--- config.mk ---
export PLATFORM = sky130hd
export DESIGN_NAME = csc_top
export DESIGN_NICKNAME = d
export VERILOG_FILES = /design/src/pkg/csc_pkg.sv /design/src/core/csc_switch_latch.sv /design/src/core/csc_serial_select.sv /design/src/core/csc_top.sv
export VERILOG_INCLUDE_DIRS = /design/src /design/src/pkg
export SDC_FILE = /design/constraint.sdc
export NUM_CORES = 1
export LEC_CHECK = 0
export BUFFER_PORTS_ARGS = -buffer_cell sky130_fd_sc_hd__buf_4
export CORE_MARGIN = 2
export CORE_UTILIZATION = 50
export DETAILED_ROUTE_END_ITERATION = 6
export GPL_TIMING_DRIVEN = 0
export PLACE_DENSITY = 0.85
export SLEW_MARGIN = 30
export SYNTH_ARGS = -nofsm -noshare
export SYNTH_HDL_FRONTEND = slang
export SYNTH_SLANG_ARGS = --single-unit
--- constraint.sdc ---
create_clock -name aclk -period 2.5 [get_ports aclk]
set_input_delay 0.5 -clock aclk [delete_from_list [all_inputs] [get_ports aclk]]
set_output_delay 0.5 -clock aclk [all_outputs]
set_load 0.02 [all_outputs]
--- src/pkg/csc_params.svh ---
`ifndef CSC_PARAMS_SVH
`define CSC_PARAMS_SVH

// Register byte offsets
`define CSC_OFF_CTRL 8'h00
`define CSC_OFF_STATUS 8'h04
`define CSC_OFF_SETUP_RS 8'h08
`define CSC_OFF_SETUP_PP 8'h0c
`define CSC_OFF_RS_CFG 8'h10
`define CSC_OFF_PP_CFG 8'h14
`define CSC_OFF_REJECTS 8'h18

// Bit positions in the held switch vector
`define CSC_SW_PROTECT 0
`define CSC_SW_AUTO 1
`define CSC_SW_LANG 2
`define CSC_SW_EXP 3
`define CSC_SW_COMM 4
`define CSC_SW_TERM 5
`define CSC_SW_CAS_PRESENT 6
`define CSC_SW_CAS_EEPROM 7
`define CSC_SW_CAS_SWITCH 8
`define CSC_SW_OLD_REV 9
`define CSC_SW_W 10

// Read-only setup word window, words 6144 to 6655
`define CSC_RO_LO 16'h1800
`define CSC_RO_HI 16'h19ff

// Default serial word fields
`define CSC_DEF_MODE 4'h0
`define CSC_DEF_START 4'h1
`define CSC_DEF_DATA 4'h7
`define CSC_DEF_PARITY_EVEN 2'h2
`define CSC_DEF_STOP_NEW 2'h2
`define CSC_DEF_STOP_OLD 2'h1
`define CSC_DEF_BAUD_NEW 16'h0060
`define CSC_DEF_BAUD_OLD 16'h0018

// Timing and cassette size
`define CSC_CLK_NS 50
`define CSC_ACCESS_NS 150
`define CSC_CAS_AW 14

`define CSC_RESP_OKAY 2'h0
`define CSC_RESP_SLVERR 2'h2

`endif

--- src/pkg/csc_pkg.sv ---
package csc_pkg;
   typedef enum logic [1:0] {
      CSC_CP_IDLE = 2'b00,
      CSC_CP_READ = 2'b01,
      CSC_CP_DONE = 2'b10
   } csc_copy_type;

   typedef enum logic [2:0] {
      CSC_R_CTRL = 3'b000,
      CSC_R_STATUS = 3'b001,
      CSC_R_SETUP_RS = 3'b010,
      CSC_R_SETUP_PP = 3'b011,
      CSC_R_RS_CFG = 3'b100,
      CSC_R_PP_CFG = 3'b101,
      CSC_R_REJECTS = 3'b110,
      CSC_R_NONE = 3'b111
   } csc_reg_type;
endpackage : csc_pkg

--- src/core/csc_switch_latch.sv ---
`timescale 1ns/1ps
module csc_switch_latch #(
   parameter int W = 10
) (
   input wire logic aclk,
   input wire logic aresetn,
   input wire logic [W-1:0] sw_raw,
   output logic [W-1:0] sw_held,
   output logic held_valid
);
   logic [W-1:0] sw_q;
   logic valid_q;

   // One capture on the first edge after reset release
   always_ff @(posedge aclk) begin
      if (!aresetn) begin
         sw_q <= '0;
         valid_q <= 1'b0;
      end else if (!valid_q) begin
         sw_q <= sw_raw;
         valid_q <= 1'b1;
      end
   end

   assign sw_held = sw_q;
   assign held_valid = valid_q;
endmodule : csc_switch_latch

--- src/core/csc_serial_select.sv ---
`timescale 1ns/1ps
`include "csc_params.svh"
module csc_serial_select (
   input wire logic comm_default,
   input wire logic old_rev,
   input wire logic conv_cable,
   input wire logic console,
   input wire logic [31:0] setup_rs,
   input wire logic [31:0] setup_pp,
   output logic [31:0] rs_cfg,
   output logic [31:0] pp_cfg,
   output logic pp_default
);
   wire logic [1:0] stop_bits;
   wire logic [15:0] baud;
   wire logic [31:0] def_word;

   assign stop_bits = old_rev ? `CSC_DEF_STOP_OLD : `CSC_DEF_STOP_NEW;
   assign baud = old_rev ? `CSC_DEF_BAUD_OLD : `CSC_DEF_BAUD_NEW;
   assign def_word = {baud, `CSC_DEF_START, stop_bits,
                      `CSC_DEF_PARITY_EVEN, `CSC_DEF_DATA, `CSC_DEF_MODE};
   // Console on the peripheral port never takes defaults
   assign pp_default = comm_default & conv_cable & ~console;
   assign rs_cfg = comm_default ? def_word : setup_rs;
   assign pp_cfg = pp_default ? def_word : setup_pp;
endmodule : csc_serial_select

--- src/core/csc_top.sv ---
// The implementer's own choices: the register addresses and the AXI4-Lite slave port.
`timescale 1ns/1ps
`include "csc_params.svh"
module csc_top #(
   parameter int DATA_W = 16
) (
   input wire logic aclk,
   input wire logic aresetn,
   input wire logic [7:0] awaddr,
   input wire logic awvalid,
   output logic awready,
   input wire logic [31:0] wdata,
   input wire logic [3:0] wstrb,
   input wire logic wvalid,
   output logic wready,
   output logic [1:0] bresp,
   output logic bvalid,
   input wire logic bready,
   input wire logic [7:0] araddr,
   input wire logic arvalid,
   output logic arready,
   output logic [31:0] rdata,
   output logic [1:0] rresp,
   output logic rvalid,
   input wire logic rready,
   input wire logic [5:0] dip_sw,
   input wire logic cas_present,
   input wire logic cas_eeprom,
   input wire logic cas_switch,
   input wire logic old_rev_strap,
   input wire logic conv_cable,
   input wire logic console_attached,
   input wire logic pw_valid,
   input wire logic pw_is_prog,
   input wire logic [15:0] pw_addr,
   output logic pw_ack,
   output logic pw_reject,
   output logic cas_rd,
   output logic [`CSC_CAS_AW-1:0] cas_addr,
   input wire logic [DATA_W-1:0] cas_rdata,
   output logic ram_wr,
   output logic [`CSC_CAS_AW-1:0] ram_addr,
   output logic [DATA_W-1:0] ram_wdata,
   output logic startup_done,
   output logic lang_english,
   output logic exp_user,
   output logic term_expanded,
   output logic [31:0] rs_cfg,
   output logic [31:0] pp_cfg,
   output logic pp_default
);
   import csc_pkg::*;
   localparam int ACC_CYC = (`CSC_ACCESS_NS + `CSC_CLK_NS - 1) / `CSC_CLK_NS;
   localparam logic [1:0] ACC_LAST = 2'(ACC_CYC - 1);
   localparam logic [`CSC_CAS_AW-1:0] CAS_LAST = '1;
   function automatic csc_reg_type reg_sel(input logic [7:0] a);
      case (a)
         `CSC_OFF_CTRL: reg_sel = CSC_R_CTRL;
         `CSC_OFF_STATUS: reg_sel = CSC_R_STATUS;
         `CSC_OFF_SETUP_RS: reg_sel = CSC_R_SETUP_RS;
         `CSC_OFF_SETUP_PP: reg_sel = CSC_R_SETUP_PP;
         `CSC_OFF_RS_CFG: reg_sel = CSC_R_RS_CFG;
         `CSC_OFF_PP_CFG: reg_sel = CSC_R_PP_CFG;
         `CSC_OFF_REJECTS: reg_sel = CSC_R_REJECTS;
         default: reg_sel = CSC_R_NONE;
      endcase
   endfunction : reg_sel
   function automatic logic [31:0] merge(input logic [31:0] old,
         input logic [31:0] nw, input logic [3:0] strb);
      logic [31:0] r;
      r = old;
      for (int i = 0; i < 4; i++) begin
         if (strb[i]) r[8*i +: 8] = nw[8*i +: 8];
      end
      merge = r;
   endfunction : merge
   // Held switches
   logic [`CSC_SW_W-1:0] sw;
   logic sw_valid;
   csc_switch_latch #(.W(`CSC_SW_W)) csc_switch_latch_inst (
      .aclk(aclk),
      .aresetn(aresetn),
      .sw_raw({old_rev_strap, cas_switch, cas_eeprom, cas_present, dip_sw}),
      .sw_held(sw),
      .held_valid(sw_valid)
   );
   // Bus state
   logic aw_got_q, w_got_q, awready_q, wready_q, bvalid_q;
   logic [1:0] bresp_q;
   logic [7:0] awaddr_q;
   logic [31:0] wdata_q;
   logic [3:0] wstrb_q;
   logic arready_q, rvalid_q;
   logic [1:0] rresp_q;
   logic [31:0] rdata_q;
   // Block state
   logic aux_0709_q;
   logic [31:0] setup_rs_q, setup_pp_q;
   logic [15:0] rejects_q;
   csc_copy_type cp_q;
   logic [1:0] wait_q;
   logic cas_rd_q, ram_wr_q;
   logic [`CSC_CAS_AW-1:0] cas_addr_q, ram_addr_q;
   logic [DATA_W-1:0] ram_wdata_q;
   logic pw_ack_q, pw_reject_q, done_q;
   logic lang_q, exp_q, term_q;
   logic [31:0] rs_cfg_q, pp_cfg_q;
   logic pp_default_q;
   // Write channel decode
   wire logic aw_hs = awvalid & awready_q;
   wire logic w_hs = wvalid & wready_q;
   wire logic do_write = aw_got_q & w_got_q & ~bvalid_q;
   wire logic aw_got_d = (aw_got_q & ~do_write) | aw_hs;
   wire logic w_got_d = (w_got_q & ~do_write) | w_hs;
   wire logic bvalid_d = do_write | (bvalid_q & ~bready);
   wire csc_reg_type wsel = reg_sel(awaddr_q);
   wire logic wr_ctrl = do_write & (wsel == CSC_R_CTRL);
   wire logic wr_rs = do_write & (wsel == CSC_R_SETUP_RS);
   wire logic wr_pp = do_write & (wsel == CSC_R_SETUP_PP);
   // Read channel decode
   wire logic ar_hs = arvalid & arready_q;
   wire logic rvalid_d = ar_hs | (rvalid_q & ~rready);
   wire csc_reg_type rsel = reg_sel(araddr);
   wire logic [31:0] status_word = {16'h0000, 2'h0, term_q, pp_default_q,
      done_q, sw_valid, sw};
   wire logic [31:0] rd_mux =
      (rsel == CSC_R_CTRL) ? {31'h00000000, aux_0709_q} :
      (rsel == CSC_R_STATUS) ? status_word :
      (rsel == CSC_R_SETUP_RS) ? setup_rs_q :
      (rsel == CSC_R_SETUP_PP) ? setup_pp_q :
      (rsel == CSC_R_RS_CFG) ? rs_cfg_q :
      (rsel == CSC_R_PP_CFG) ? pp_cfg_q :
      (rsel == CSC_R_REJECTS) ? {16'h0000, rejects_q} : 32'h00000000;
   always_ff @(posedge aclk) begin
      if (!aresetn) begin
         aw_got_q <= 1'b0;
         w_got_q <= 1'b0;
         awready_q <= 1'b0;
         wready_q <= 1'b0;
         bvalid_q <= 1'b0;
         bresp_q <= `CSC_RESP_OKAY;
         awaddr_q <= 8'h00;
         wdata_q <= 32'h00000000;
         wstrb_q <= 4'h0;
      end else begin
         aw_got_q <= aw_got_d;
         w_got_q <= w_got_d;
         awready_q <= ~aw_got_d & ~bvalid_d;
         wready_q <= ~w_got_d & ~bvalid_d;
         bvalid_q <= bvalid_d;
         if (aw_hs) awaddr_q <= awaddr;
         if (w_hs) begin
            wdata_q <= wdata;
            wstrb_q <= wstrb;
         end
         if (do_write) begin
            bresp_q <= (wsel == CSC_R_NONE) ? `CSC_RESP_SLVERR
                                            : `CSC_RESP_OKAY;
         end
      end
   end
   always_ff @(posedge aclk) begin
      if (!aresetn) begin
         arready_q <= 1'b0;
         rvalid_q <= 1'b0;
         rresp_q <= `CSC_RESP_OKAY;
         rdata_q <= 32'h00000000;
      end else begin
         arready_q <= ~rvalid_d;
         rvalid_q <= rvalid_d;
         if (ar_hs) begin
            rdata_q <= rd_mux;
            rresp_q <= (rsel == CSC_R_NONE) ? `CSC_RESP_SLVERR
                                            : `CSC_RESP_OKAY;
         end
      end
   end
   always_ff @(posedge aclk) begin
      if (!aresetn) begin
         aux_0709_q <= 1'b0;
         setup_rs_q <= 32'h00000000;
         setup_pp_q <= 32'h00000000;
      end else begin
         if (wr_ctrl && wstrb_q[0]) aux_0709_q <= wdata_q[0];
         if (wr_rs) setup_rs_q <= merge(setup_rs_q, wdata_q, wstrb_q);
         if (wr_pp) setup_pp_q <= merge(setup_pp_q, wdata_q, wstrb_q);
      end
   end
   // Peripheral write gate
   wire logic ro_word = ~pw_is_prog & (pw_addr >= `CSC_RO_LO)
      & (pw_addr <= `CSC_RO_HI);
   wire logic run_from_cas = sw[`CSC_SW_CAS_PRESENT] & ~sw[`CSC_SW_AUTO];
   wire logic cas_block = run_from_cas
      & (~sw[`CSC_SW_CAS_EEPROM] | sw[`CSC_SW_CAS_SWITCH]);
   wire logic prot_block = sw[`CSC_SW_PROTECT] & (pw_is_prog | ro_word);
   wire logic pw_block = ~done_q | prot_block | (pw_is_prog & cas_block);
   always_ff @(posedge aclk) begin
      if (!aresetn) begin
         pw_ack_q <= 1'b0;
         pw_reject_q <= 1'b0;
         rejects_q <= 16'h0000;
      end else begin
         pw_ack_q <= pw_valid & ~pw_block;
         pw_reject_q <= pw_valid & pw_block;
         if (pw_valid && pw_block) rejects_q <= rejects_q + 16'h0001;
      end
   end
   // Start-up cassette copy, one word per access time
   always_ff @(posedge aclk) begin
      if (!aresetn) begin
         cp_q <= CSC_CP_IDLE;
         wait_q <= 2'h0;
         cas_rd_q <= 1'b0;
         cas_addr_q <= '0;
         ram_wr_q <= 1'b0;
         ram_addr_q <= '0;
         ram_wdata_q <= '0;
         done_q <= 1'b0;
      end else begin
         ram_wr_q <= 1'b0;
         unique case (cp_q)
            CSC_CP_IDLE: begin
               if (sw_valid) begin
                  if (sw[`CSC_SW_AUTO] && sw[`CSC_SW_CAS_PRESENT]) begin
                     cp_q <= CSC_CP_READ;
                     cas_rd_q <= 1'b1;
                     cas_addr_q <= '0;
                     wait_q <= 2'h0;
                  end else begin
                     cp_q <= CSC_CP_DONE;
                     done_q <= 1'b1;
                  end
               end
            end
            CSC_CP_READ: begin
               if (wait_q == ACC_LAST) begin
                  ram_wr_q <= 1'b1;
                  ram_addr_q <= cas_addr_q;
                  ram_wdata_q <= cas_rdata;
                  wait_q <= 2'h0;
                  if (cas_addr_q == CAS_LAST) begin
                     cp_q <= CSC_CP_DONE;
                     cas_rd_q <= 1'b0;
                     done_q <= 1'b1;
                  end else begin
                     cas_addr_q <= cas_addr_q + 1'b1;
                  end
               end else begin
                  wait_q <= wait_q + 2'h1;
               end
            end
            CSC_CP_DONE: done_q <= 1'b1;
            default: cp_q <= CSC_CP_IDLE;
         endcase
      end
   end
   // Settings decoded from held switches
   wire logic [31:0] rs_cfg_c, pp_cfg_c;
   wire logic pp_default_c;
   csc_serial_select csc_serial_select_inst (
      .comm_default(sw[`CSC_SW_COMM]),
      .old_rev(sw[`CSC_SW_OLD_REV]),
      .conv_cable(conv_cable),
      .console(console_attached),
      .setup_rs(setup_rs_q),
      .setup_pp(setup_pp_q),
      .rs_cfg(rs_cfg_c),
      .pp_cfg(pp_cfg_c),
      .pp_default(pp_default_c)
   );
   always_ff @(posedge aclk) begin
      if (!aresetn) begin
         lang_q <= 1'b0;
         exp_q <= 1'b0;
         term_q <= 1'b0;
         rs_cfg_q <= 32'h00000000;
         pp_cfg_q <= 32'h00000000;
         pp_default_q <= 1'b0;
      end else begin
         lang_q <= sw_valid & sw[`CSC_SW_LANG];
         exp_q <= sw_valid & sw[`CSC_SW_EXP];
         term_q <= sw_valid & aux_0709_q & sw[`CSC_SW_TERM];
         rs_cfg_q <= rs_cfg_c;
         pp_cfg_q <= pp_cfg_c;
         pp_default_q <= pp_default_c;
      end
   end
   assign awready = awready_q;
   assign wready = wready_q;
   assign bvalid = bvalid_q;
   assign bresp = bresp_q;
   assign arready = arready_q;
   assign rvalid = rvalid_q;
   assign rresp = rresp_q;
   assign rdata = rdata_q;
   assign pw_ack = pw_ack_q;
   assign pw_reject = pw_reject_q;
   assign cas_rd = cas_rd_q;
   assign cas_addr = cas_addr_q;
   assign ram_wr = ram_wr_q;
   assign ram_addr = ram_addr_q;
   assign ram_wdata = ram_wdata_q;
   assign startup_done = done_q;
   assign lang_english = lang_q;
   assign exp_user = exp_q;
   assign term_expanded = term_q;
   assign rs_cfg = rs_cfg_q;
   assign pp_cfg = pp_cfg_q;
   assign pp_default = pp_default_q;
endmodule : csc_top

# After elaboration in Yosys (flattened, before gate mapping)
# Cells that the tools add are included.
[totals]
out_inout_bits = 158
latch_bits = 0
n_memories = 0
mem_bits_ro = 0
ff_bits = 300
ram_bits = 0
word_cells = 200
inputBits = 105
[op_classes]
n_eq_ne = 32
div_mod_pow = 0
addsub = 3
n_reduce_logical = 27
bitwise = 52
order_cmp = 2
muxes = 41
shifts = 0
multipliers = 0
[op_table]
columns = ["op", "n"]
rows = [
  ["$mux 32", 8],
  ["$mux 14", 4],
  ["$eq 8x5->1 const B", 6],
  ["$pmux 3 s7", 2],
  ["$eq 8x4->1 const B", 4],
  ["$and 1x1->1", 28],
  ["$pmux 14 s2", 1],
  ["$mux 2", 10],
  ["$reduce_and 2->1", 10],
  ["$add 16x1->16 const B", 1],
  ["$eq 8x3->1 const B", 2],
  ["$ge 16x13->1 const B", 1],
  ["$le 16x13->1 const B", 1],
  ["$logic_not 8->1", 2],
  ["$mux 16", 1],
  ["$not 1->1", 16],
  ["$eq 3x3->1 const B", 5],
  ["$reduce_and 5->1", 3],
  ["$add 14x1->14 const B", 1],
  ["$eq 14x14->1 const B", 1],
  ["$eq 3x2->1 const B", 4],
  ["$mux 1", 10],
  ["$ne 2x2->1 const B", 5],
  ["$or 1x1->1", 8],
  ["18 further kinds", 23],
]

# Logic depth before layout (Yosys ltp)
# Gate-level depths: netlist of the first run.
[depth]
ltp_word = 10
depth_mapped = 8
depth_no_buf = 6

# Modules after synthesis
# Synthesis of the first run repeated with hierarchy kept, for this count alone.
[unflattened]
hier_cells = 1426
hier_area_um2 = 12184.2
[modules_own_cells]
columns = ["mod", "cells_each", "instances", "area_per_inst_um2"]
rows = [
  ["csc_top", 1313, 1, 11262.1],
  ["csc_serial_select", 81, 1, 528.0],
  ["csc_switch_latch", 32, 1, 394.1],
]

# Worst setup path after synthesis of the first run
# No wires, ideal clock.
[synth_timing]
path_type = "in2reg"
startpoint = "input port pw_addr[15]"
endpoint = "register rejects_q[11]"
slack_ns = 0.245
path_stages = 7
t_arrival_ns = 2.123
setup_ns = 0.132
path_buffers = 2
cell_sequence = "or4b_2 o22ai_2 o21ai_2 buf_2 buf_2 o31ai_1 a21oi_1"
[synth_via]
elab_chain_len = 8
[synth_rtl]
columns = ["item", "line", "text"]
rows = [
  ["start: declaration", "csc_top.sv:35", "input wire logic [15:0] pw_addr,"],
  ["$ge 16x13->1 (no line)", "--", ""],
  ["$and 1x1->1", "csc_top.sv:190", "wire logic ro_word = ~pw_is_prog & (pw_addr >= `CSC_RO_LO)"],
  ["$and 1x1->1 (*)", "csc_top.sv:190", ""],
  ["$or 1x1->1 (*)", "csc_top.sv:195", "wire logic prot_block = sw[`CSC_SW_PROTECT] & (pw_is_prog | ro_word);"],
  ["$and 1x1->1 (*)", "csc_top.sv:195", ""],
  ["$or 1x1->1 (*) (2 in series)", "csc_top.sv:196", "wire logic pw_block = ~done_q | prot_block | (pw_is_prog & cas_block);"],
  ["$logic_and 1x1->1 (*)", "csc_top.sv:205", "if (pw_valid && pw_block) rejects_q <= rejects_q + 16'h0001;"],
  ["end signal: assignment", "csc_top.sv:205", ""],
  ["end: declaration", "csc_top.sv:99", "logic [15:0] rejects_q;"],
]
# Mark *: on every way between the ends. The rest lies on a longest branch, timed or not.
# A chain may end at the register's enable or synchronous reset.

# Worst setup path after layout of the first run
[layout_timing]
startpoint = "input port aresetn"
endpoint = "register pp_cfg_q[11] (netlist: pp_cfg[11])"
[layout_lines]
columns = ["item", "line", "text"]
rows = [
  ["start: declaration", "csc_top.sv:8", "input wire logic aresetn,"],
  ["end signal: assignment", "csc_top.sv:284", "pp_cfg_q <= pp_cfg_c;"],
  ["end: declaration", "csc_top.sv:107", "logic [31:0] rs_cfg_q, pp_cfg_q;"],
]
# No word-level cell between the ends.

==> metrics.yaml, run 1 <==
clock_tree:
  clk_latency_ns: 0.56
  cts_htree_levels: 1
  clkTransAtPathRegs_ns: 0.07
  tritoncts: "yes"
  cts-root-buf: "clkbuf_16"
  cts_buffers: 29
  clockBufferDepth: 3
  cts_setup_buffers: 0
  cts_hold_buffers: 0
  cts.sinks: 298
layout:
  multi_input_area_sq_mm: 0.00535
  num_antenna_cells: 0
  regArea_sq_mm: 0.00597
  nets: 1766
  fin_area_sq_mm: 0.0151
  final_util: 0.649
  area_growth_syn_to_layout_pct: 28.4
  drive_above_1_share: 0.197
  nFillCells: 1953
synthesis:
  yosysWarnings: 0
  synth_flop_cell: "dfxtp_1"
  synthArstFlopShare: 0
  yosysTopAreaCellShare: 0.507
  syn_area_sq_mm: 0.0118
  synth.avg_cell_area_sq_um: 8.53
  yosysTopAreaCell: "dfxtp_1"
  synth-seq-cells: 298
  synthTopCellsByArea: "dfxtp_1 51%, nand2_1 8.3%, mux2i_1 7.7%"
  synth-seq-area-share: 0.507
  synth_cells: 1378
  synth-edff-count: 0
  yosysUniqueCellTypes: 62
  yosysMostFrequentCell: "dfxtp_1"
  ys_top_cells_by_count: "298 x dfxtp_1, 261 x nand2_1, 165 x a21oi_1, 99 x nor2_1, 90 x mux2i_1"
setup_path:
  worstSetupPathType: "in2reg"
  worst_ep_arrival_time_ns: 2.84
  cp_cell_sequence: "buf_4, clkbuf_1, inv_1, clkbuf_1, buf_1, nor2_1"
  critical-path-slowest-cell: "clkbuf_1"
  end_kind: "flop"
  r2r-start: "awaddr_q[7]"
  r2r_end: "setup_pp_q[5]"
  rr_worst_depth: 7
  crit_path_start_kind: "input port"
  required_ns: 2.89
  path_common_cell: "clkbuf_1"
  critPathMaxFanout: 10
  crit_path_max_incr_delay_ns: 0.74
  worst-r2r-setup-slack_ns: 0.09
timing:
  min_period_over_period: 0.978
  finClkSkew_ns: 0.0149
  rsz0062_at_grt: "no"
  setup_violations: 0
  max_freq_ghz: 0.409
  maxSlewViolCount: 0
  relSlewSlack: 0.353
  hold_viol: 0
  fin_crit_ns: 2.44
  tightest_slew_ns: 0.971
grt:
  grt_pass1_vias: 11028
  grt_max_degree: 17
  antenna_found_initial: 0
  grt_use_total: 0.313
  grt_pass1_wl_um: 60100
  grt.overflow.total: 0
floorplanning:
  dieArea_sq_mm: 0.0248
  die_x_um: 157
  io_pins: 263
  die_h_um: 157
  rows: 56
  core_sq_mm: 0.0233
  initial_utilization: 0.505
worst_hold_path:
  min_path_cells: 1
  worstHoldPathType: "in2reg"
  min_from: "aresetn"
  hold_end: "csc_switch_latch_inst.held_valid"
detailed_routing:
  highest_layer: "met4"
  vias_per_cell: 5.68
  drt-pass1-iter-count: 5
  vias: 11366
  wirelength_um: 39800
  wl_met2_um: 18100
  wl_met3_um: 4740
  antenna_left: 0
  drt_iter0_drc: 988
  route.detailed.drc: 0
  drt-met1-wl_um: 15300
  routedWlPerCell_um: 19.9
pwr:
  switching_power_w: 0.00245
  p_leak_nw: 6.16
  ir_drop_uv: 577
  power.share.clock: 0.458
  swShare: 0.238
  p_seq_frac: 0.475
  p_int_w: 0.00785
  p_per_area_mw_per_mm2: 682
  power.share.combinational: 0.066
placed_design:
  hpwl_um: 29100
  gp_congestion: 1.01
  port_buffers: 249
  postPlaceCellArea_sq_mm: 0.0140
flow_run:
  cap_violations: 0
status:
  status: "complete, no violations"
-- critical path, delay by kind of cell --
kind                   cells  cell delay, ns
buffers and inverters      5            2.16
AND/OR/NAND/NOR            1            0.17
-- sequential cells by signal, indices dropped and copies added, names as in the netlist, 4 cells and up --
register                       flops
setup_pp_q                        32
cas_addr                          14
csc_switch_latch_inst.sw_held     10
rejects_q                         16
wdata_q                           32
setup_rs_q                        32
rdata                             32
ram_addr                          14
wstrb_q                            4
pp_cfg                            32
awaddr_q                           8
ram_wdata                         16
rs_cfg                            32
-- how the worst max path moves through the flow --
stage                                      from       endpoint  slack (ns)  cells after the start
3_3_place_gp                            aresetn      pw_reject       -0.48                      6
6_report                                aresetn     pp_cfg[11]        0.06                      6
4_1_cts        csc_switch_latch_inst.sw_held[0]  rejects_q[11]       0.004                      7
2_1_floorplan                       pw_addr[15]  rejects_q[11]        0.25                      7
3_5_place_dp                            aresetn      pw_reject       -0.50                      6
5_1_grt                             awaddr_q[7]  setup_pp_q[6]       0.009                      7
-- routing by layer --
| metal | global-route usage | up-vias |
|---|---|---|
| li1 | - | 5297 |
| met1 | 0.394 | 5292 |
| met2 | 0.503 | 654 |
| met3 | 0.0840 | 123 |
| met4 | 0.139 | 0 |
| met5 | 0 | - |
-- area by class of cell --
| cell class | instances | area share |
|---|---|---|
| plain buffers | 100 | 0.0259 |
| multi-input cells | 959 | 0.354 |
| clock buffers | 34 | 0.0520 |
| flip-flops and latches | 298 | 0.395 |
| repair buffers | 249 | 0.124 |
| inverters | 22 | 0.00547 |
| clock inverters | 20 | 0.0167 |
| well taps | 319 | 0.0264 |
-- cell families (layout without fill, tap and decap cells) --
| logic type | after synthesis | in the layout | share of synthesized area |
|---|---|---|---|
| xor+xnor | 16 | 16 | 0.0119 |
| buf+inv | 122 | 425 | 0.0400 |
| mux | 93 | 93 | 0.0795 |
| other cells | 1 | 2 | 0.000319 |
| fa+ha+maj | 2 | 2 | 0.00213 |
| compound gates | 277 | 277 | 0.133 |
| flops | 298 | 298 | 0.507 |
| simple gates | 569 | 569 | 0.225 |
-- per-stage QoR --
step	total power, W	hold slack [ns]	setup slack [ns]	instances	TNS (ns)
after CTS	0.0103	0.0490	0.00446	2001	0
after detailed placement	0.00566	0.448	-0.503	1947	-20.27
after global placement	0.00565	0.443	-0.483	1947	-17.52
after global routing	0.0105	0.0564	0.00924	2001	0
final	0.0103	0.0677	0.0551	2001	0
after floorplan	0.00533	0.435	0.245	1379	0
-- cell usage in the layout (no fill, tap or decap), drive strengths merged, types with 4 or more instances in the layout --
| master | synthesis | routed |
|---|---|---|
| inv | 22 | 25 |
| and2 | 26 | 26 |
| buf | 27 | 275 |
| clkbuf | 73 | 108 |
| mux2i | 90 | 90 |
| or4 | 5 | 5 |
| and3 | 33 | 33 |
| o32ai | 12 | 12 |
| o211ai | 4 | 4 |
| nand2 | 264 | 264 |
| nor2b | 5 | 5 |
| o21ai | 39 | 39 |
| o22ai | 29 | 29 |
| nor4b | 4 | 4 |
| a21oi | 165 | 165 |
| xnor2 | 13 | 13 |
| nor4 | 7 | 7 |
| nand3 | 58 | 58 |
| nor2 | 100 | 100 |
| nand2b | 14 | 14 |
| dfxtp | 298 | 298 |
| clkinv | 0 | 10 |
| or3 | 5 | 5 |
| bufinv | 0 | 5 |
| nor3 | 26 | 26 |
| o31ai | 5 | 5 |
| nand4 | 7 | 7 |
-- power groups by stage --
stage | clock network (W) | registers, W | logic [W]
after floorplan | 0 | 0.00499 | 0.000339
after global placement | 0 | 0.00499 | 0.000653
after detailed placement | 0 | 0.00500 | 0.000663
after CTS | 0.00473 | 0.00489 | 0.000671
after global routing | 0.00491 | 0.00490 | 0.000731
final | 0.00472 | 0.00489 | 0.000684
-- repair_timing --
action / CTS / global route
hold endpoints to repair: 0 / 0
gates cloned: 0 / 0
setup endpoints to repair: 3 / 33
resized for setup: 1 / 9
pin swaps: 0 / 0
(Power assumes the default switching activity.)
==> run 2, diff against run 1 <==
--- a/config.mk
+++ b/config.mk
@@ -12,6 +12,7 @@
 export DETAILED_ROUTE_END_ITERATION = 6
 export GPL_TIMING_DRIVEN = 0
 export PLACE_DENSITY = 0.85
+export REMOVE_ABC_BUFFERS = 1
 export SLEW_MARGIN = 30
 export SYNTH_ARGS = -nofsm -noshare
 export SYNTH_HDL_FRONTEND = slang
==> metrics.yaml, run 2 (same netlist as run 1, synthesis figures left out) <==
status:
  status: "complete, no violations"
floorplanning:
  die_h_um: 157  # unchanged
  io_pins: 263  # unchanged
  rows: 56  # unchanged
  core_sq_mm: 0.0233  # unchanged
  dieArea_sq_mm: 0.0248  # unchanged
  die_x_um: 157  # unchanged
  initial_utilization: 0.505  # unchanged
placed_design:
  post-place-cells: 1854  # -4.8%
  hpwl_um: 21100  # -28%
  port_buffers: 251  # +0.80%
  gp_congestion: 0.846  # -16%
clock_tree:
  cts.sinks: 298  # unchanged
  cts_hold_buffers: 0  # unchanged
  cts_buffers: 30  # +3.4%
  clkTransAtPathRegs_ns: 0.06  # about the same
  tritoncts: "yes"
  cts-root-buf: "clkbuf_16"
  clk_latency_ns: 0.55  # about the same
  clockBufferDepth: 3  # unchanged
  cts_htree_levels: 1  # unchanged
setup_path:
  cp-endpoint: "rejects_q[9]"
  crit_path_start_kind: "flop"
  r2r-start: "csc_switch_latch_inst.sw_held[0]"
  r2r_end: "rejects_q[9]"
  rr_worst_depth: 5  # -2
  worstSetupPathType: "reg2reg"
  startpoint: "csc_switch_latch_inst.sw_held[0]"
  worst_ep_arrival_time_ns: 2.82  # -0.02 ns
  end_kind: "flop"
  required_ns: 2.97  # +0.08 ns
  critPathMaxFanout: 22  # +12
  worst-r2r-setup-slack_ns: 0.15  # +0.06 ns
timing:
  tightest_slew_ns: 0.901  # -0.0697 ns
  fin_setup_tns_ns: 0  # unchanged
  fin_crit_ns: 2.35  # -0.0957 ns
  rsz0062_at_grt: "no"
  max_freq_ghz: 0.426  # +4.1%
  min_period_over_period: 0.940  # -0.0383
  finClkSkew_ns: 0.0178  # +0.00290 ns
  setup_violations: 0  # unchanged
  hold-worst-slack_ns: 0.187  # +0.119 ns
  maxSlewViolCount: 0  # unchanged
  relSlewSlack: 0.399  # +0.0465
  hold_viol: 0  # unchanged
detailed_routing:
  drt-pass1-iter-count: 5  # unchanged
  drt_iter0_drc: 696  # -30%
  wirelength_um: 33300  # -16%
  routedWlPerCell_um: 17.4  # -13%
  vias_per_cell: 5.56  # -2.1%
  vias: 10633  # -6.4%
  route.detailed.drc: 0  # unchanged
  antenna_left: 0  # unchanged
worst_hold_path:
  min_path_cells: 3  # +2
  worstHoldPathType: "in2reg"
pwr:
  finalPower_w: 0.0102  # -0.60%
  p_per_area_mw_per_mm2: 687  # +0.63%
  ir_drop_uv: 591  # +2.5%
  p_leak_nw: 6.11  # -0.71%
grt:
  antenna_found_initial: 0  # unchanged
  grt.overflow.total: 0  # unchanged
  grt_pass1_wl_um: 51300  # -15%
  grt_use_total: 0.256  # -0.0564
  grt_max_degree: 112  # +95
  grt_pass1_vias: 10068  # -8.7%
layout:
  num_antenna_cells: 0  # unchanged
  fin_cells: 1913  # -4.4%
  final_common_cell: "dfxtp_1"
  area_growth_syn_to_layout_pct: 26.8
  drive_above_1_share: 0.216  # +0.0196
  layout_common_cells: "297 x dfxtp_1, 257 x nand2_1, 252 x buf_4, 165 x a21oi_1, 97 x nor2_1"
  final_util: 0.641  # -0.00796
  nFillCells: 1937  # -0.82%
  nets: 1677  # -5.0%
flow_run:
  cap_violations: 0  # unchanged
==> run 2: timing repair <==
item,4_1_cts,5_1_grt
endpoints found under the setup margin,37,12
cloned,0,1
setup buffers,2,0
resized for setup,1,3
pin swaps,1,1
==> run 2: area by class of cell <==
| cell class | instances | area, sq um | share of cell area |
|---|---|---|---|
| clock inverter | 13 | 145 | 0.00973 |
| timing repair buffer | 258 | 1990 | 0.134 |
| sequential | 298 | 5970 | 0.400 |
| clock buffer | 43 | 911 | 0.0611 |
| tap | 319 | 399 | 0.0268 |
| inverter | 22 | 90.1 | 0.00604 |
| multi-input combinational | 960 | 5400 | 0.362 |
==> run 2: worst max-delay path: stages, from the launching register on <==
cell	delay (ns)
dfxtp_1	0.38
or4b_2	0.63
o22ai_2	0.35
o21ai_4	0.22
or4_1	0.56
a21oi_1	0.15
==> run 2: how the worst min path moves through the flow <==
stage                  start                                to  slack, ns
2_1_floorplan  rejects_q[15]                     rejects_q[15]       0.43
3_3_place_gp       rdata[28]                         rdata[28]       0.44
6_report           dip_sw[5]  csc_switch_latch_inst.sw_held[5]       0.19
4_1_cts            dip_sw[1]  csc_switch_latch_inst.sw_held[1]       0.17
5_1_grt           cas_eeprom  csc_switch_latch_inst.sw_held[7]       0.17
3_5_place_dp       rdata[28]                         rdata[28]       0.44
==> run 2: routing by layer <==
layer	part of all wire	vias up	global-route usage	routed length [um]
met5	0	-	0	0
met4	0.033	0	0.0957	1100
met3	0.090	76	0.0589	3000
met2	0.48	446	0.439	15900
met1	0.40	4982	0.314	13300
li1	-	5129	-	-
==> run 2: through the flow <==
step,cell area (sq um),setup slack [ns]
2_1_floorplan,11400,-1.87
5_1_grt,14900,0.0626
3_3_place_gp,13700,-5.93
6_report,14900,0.151
4_1_cts,14900,0.0916
3_5_place_dp,13800,-0.642
==> run 2: where the power goes <==
group | internal (W) | total (W) | switching [W]
clock | 0.00283 | 0.00472 | 0.00189
sequential | 0.00482 | 0.00489 | 0.0000719
combinational | 0.000243 | 0.000625 | 0.000383
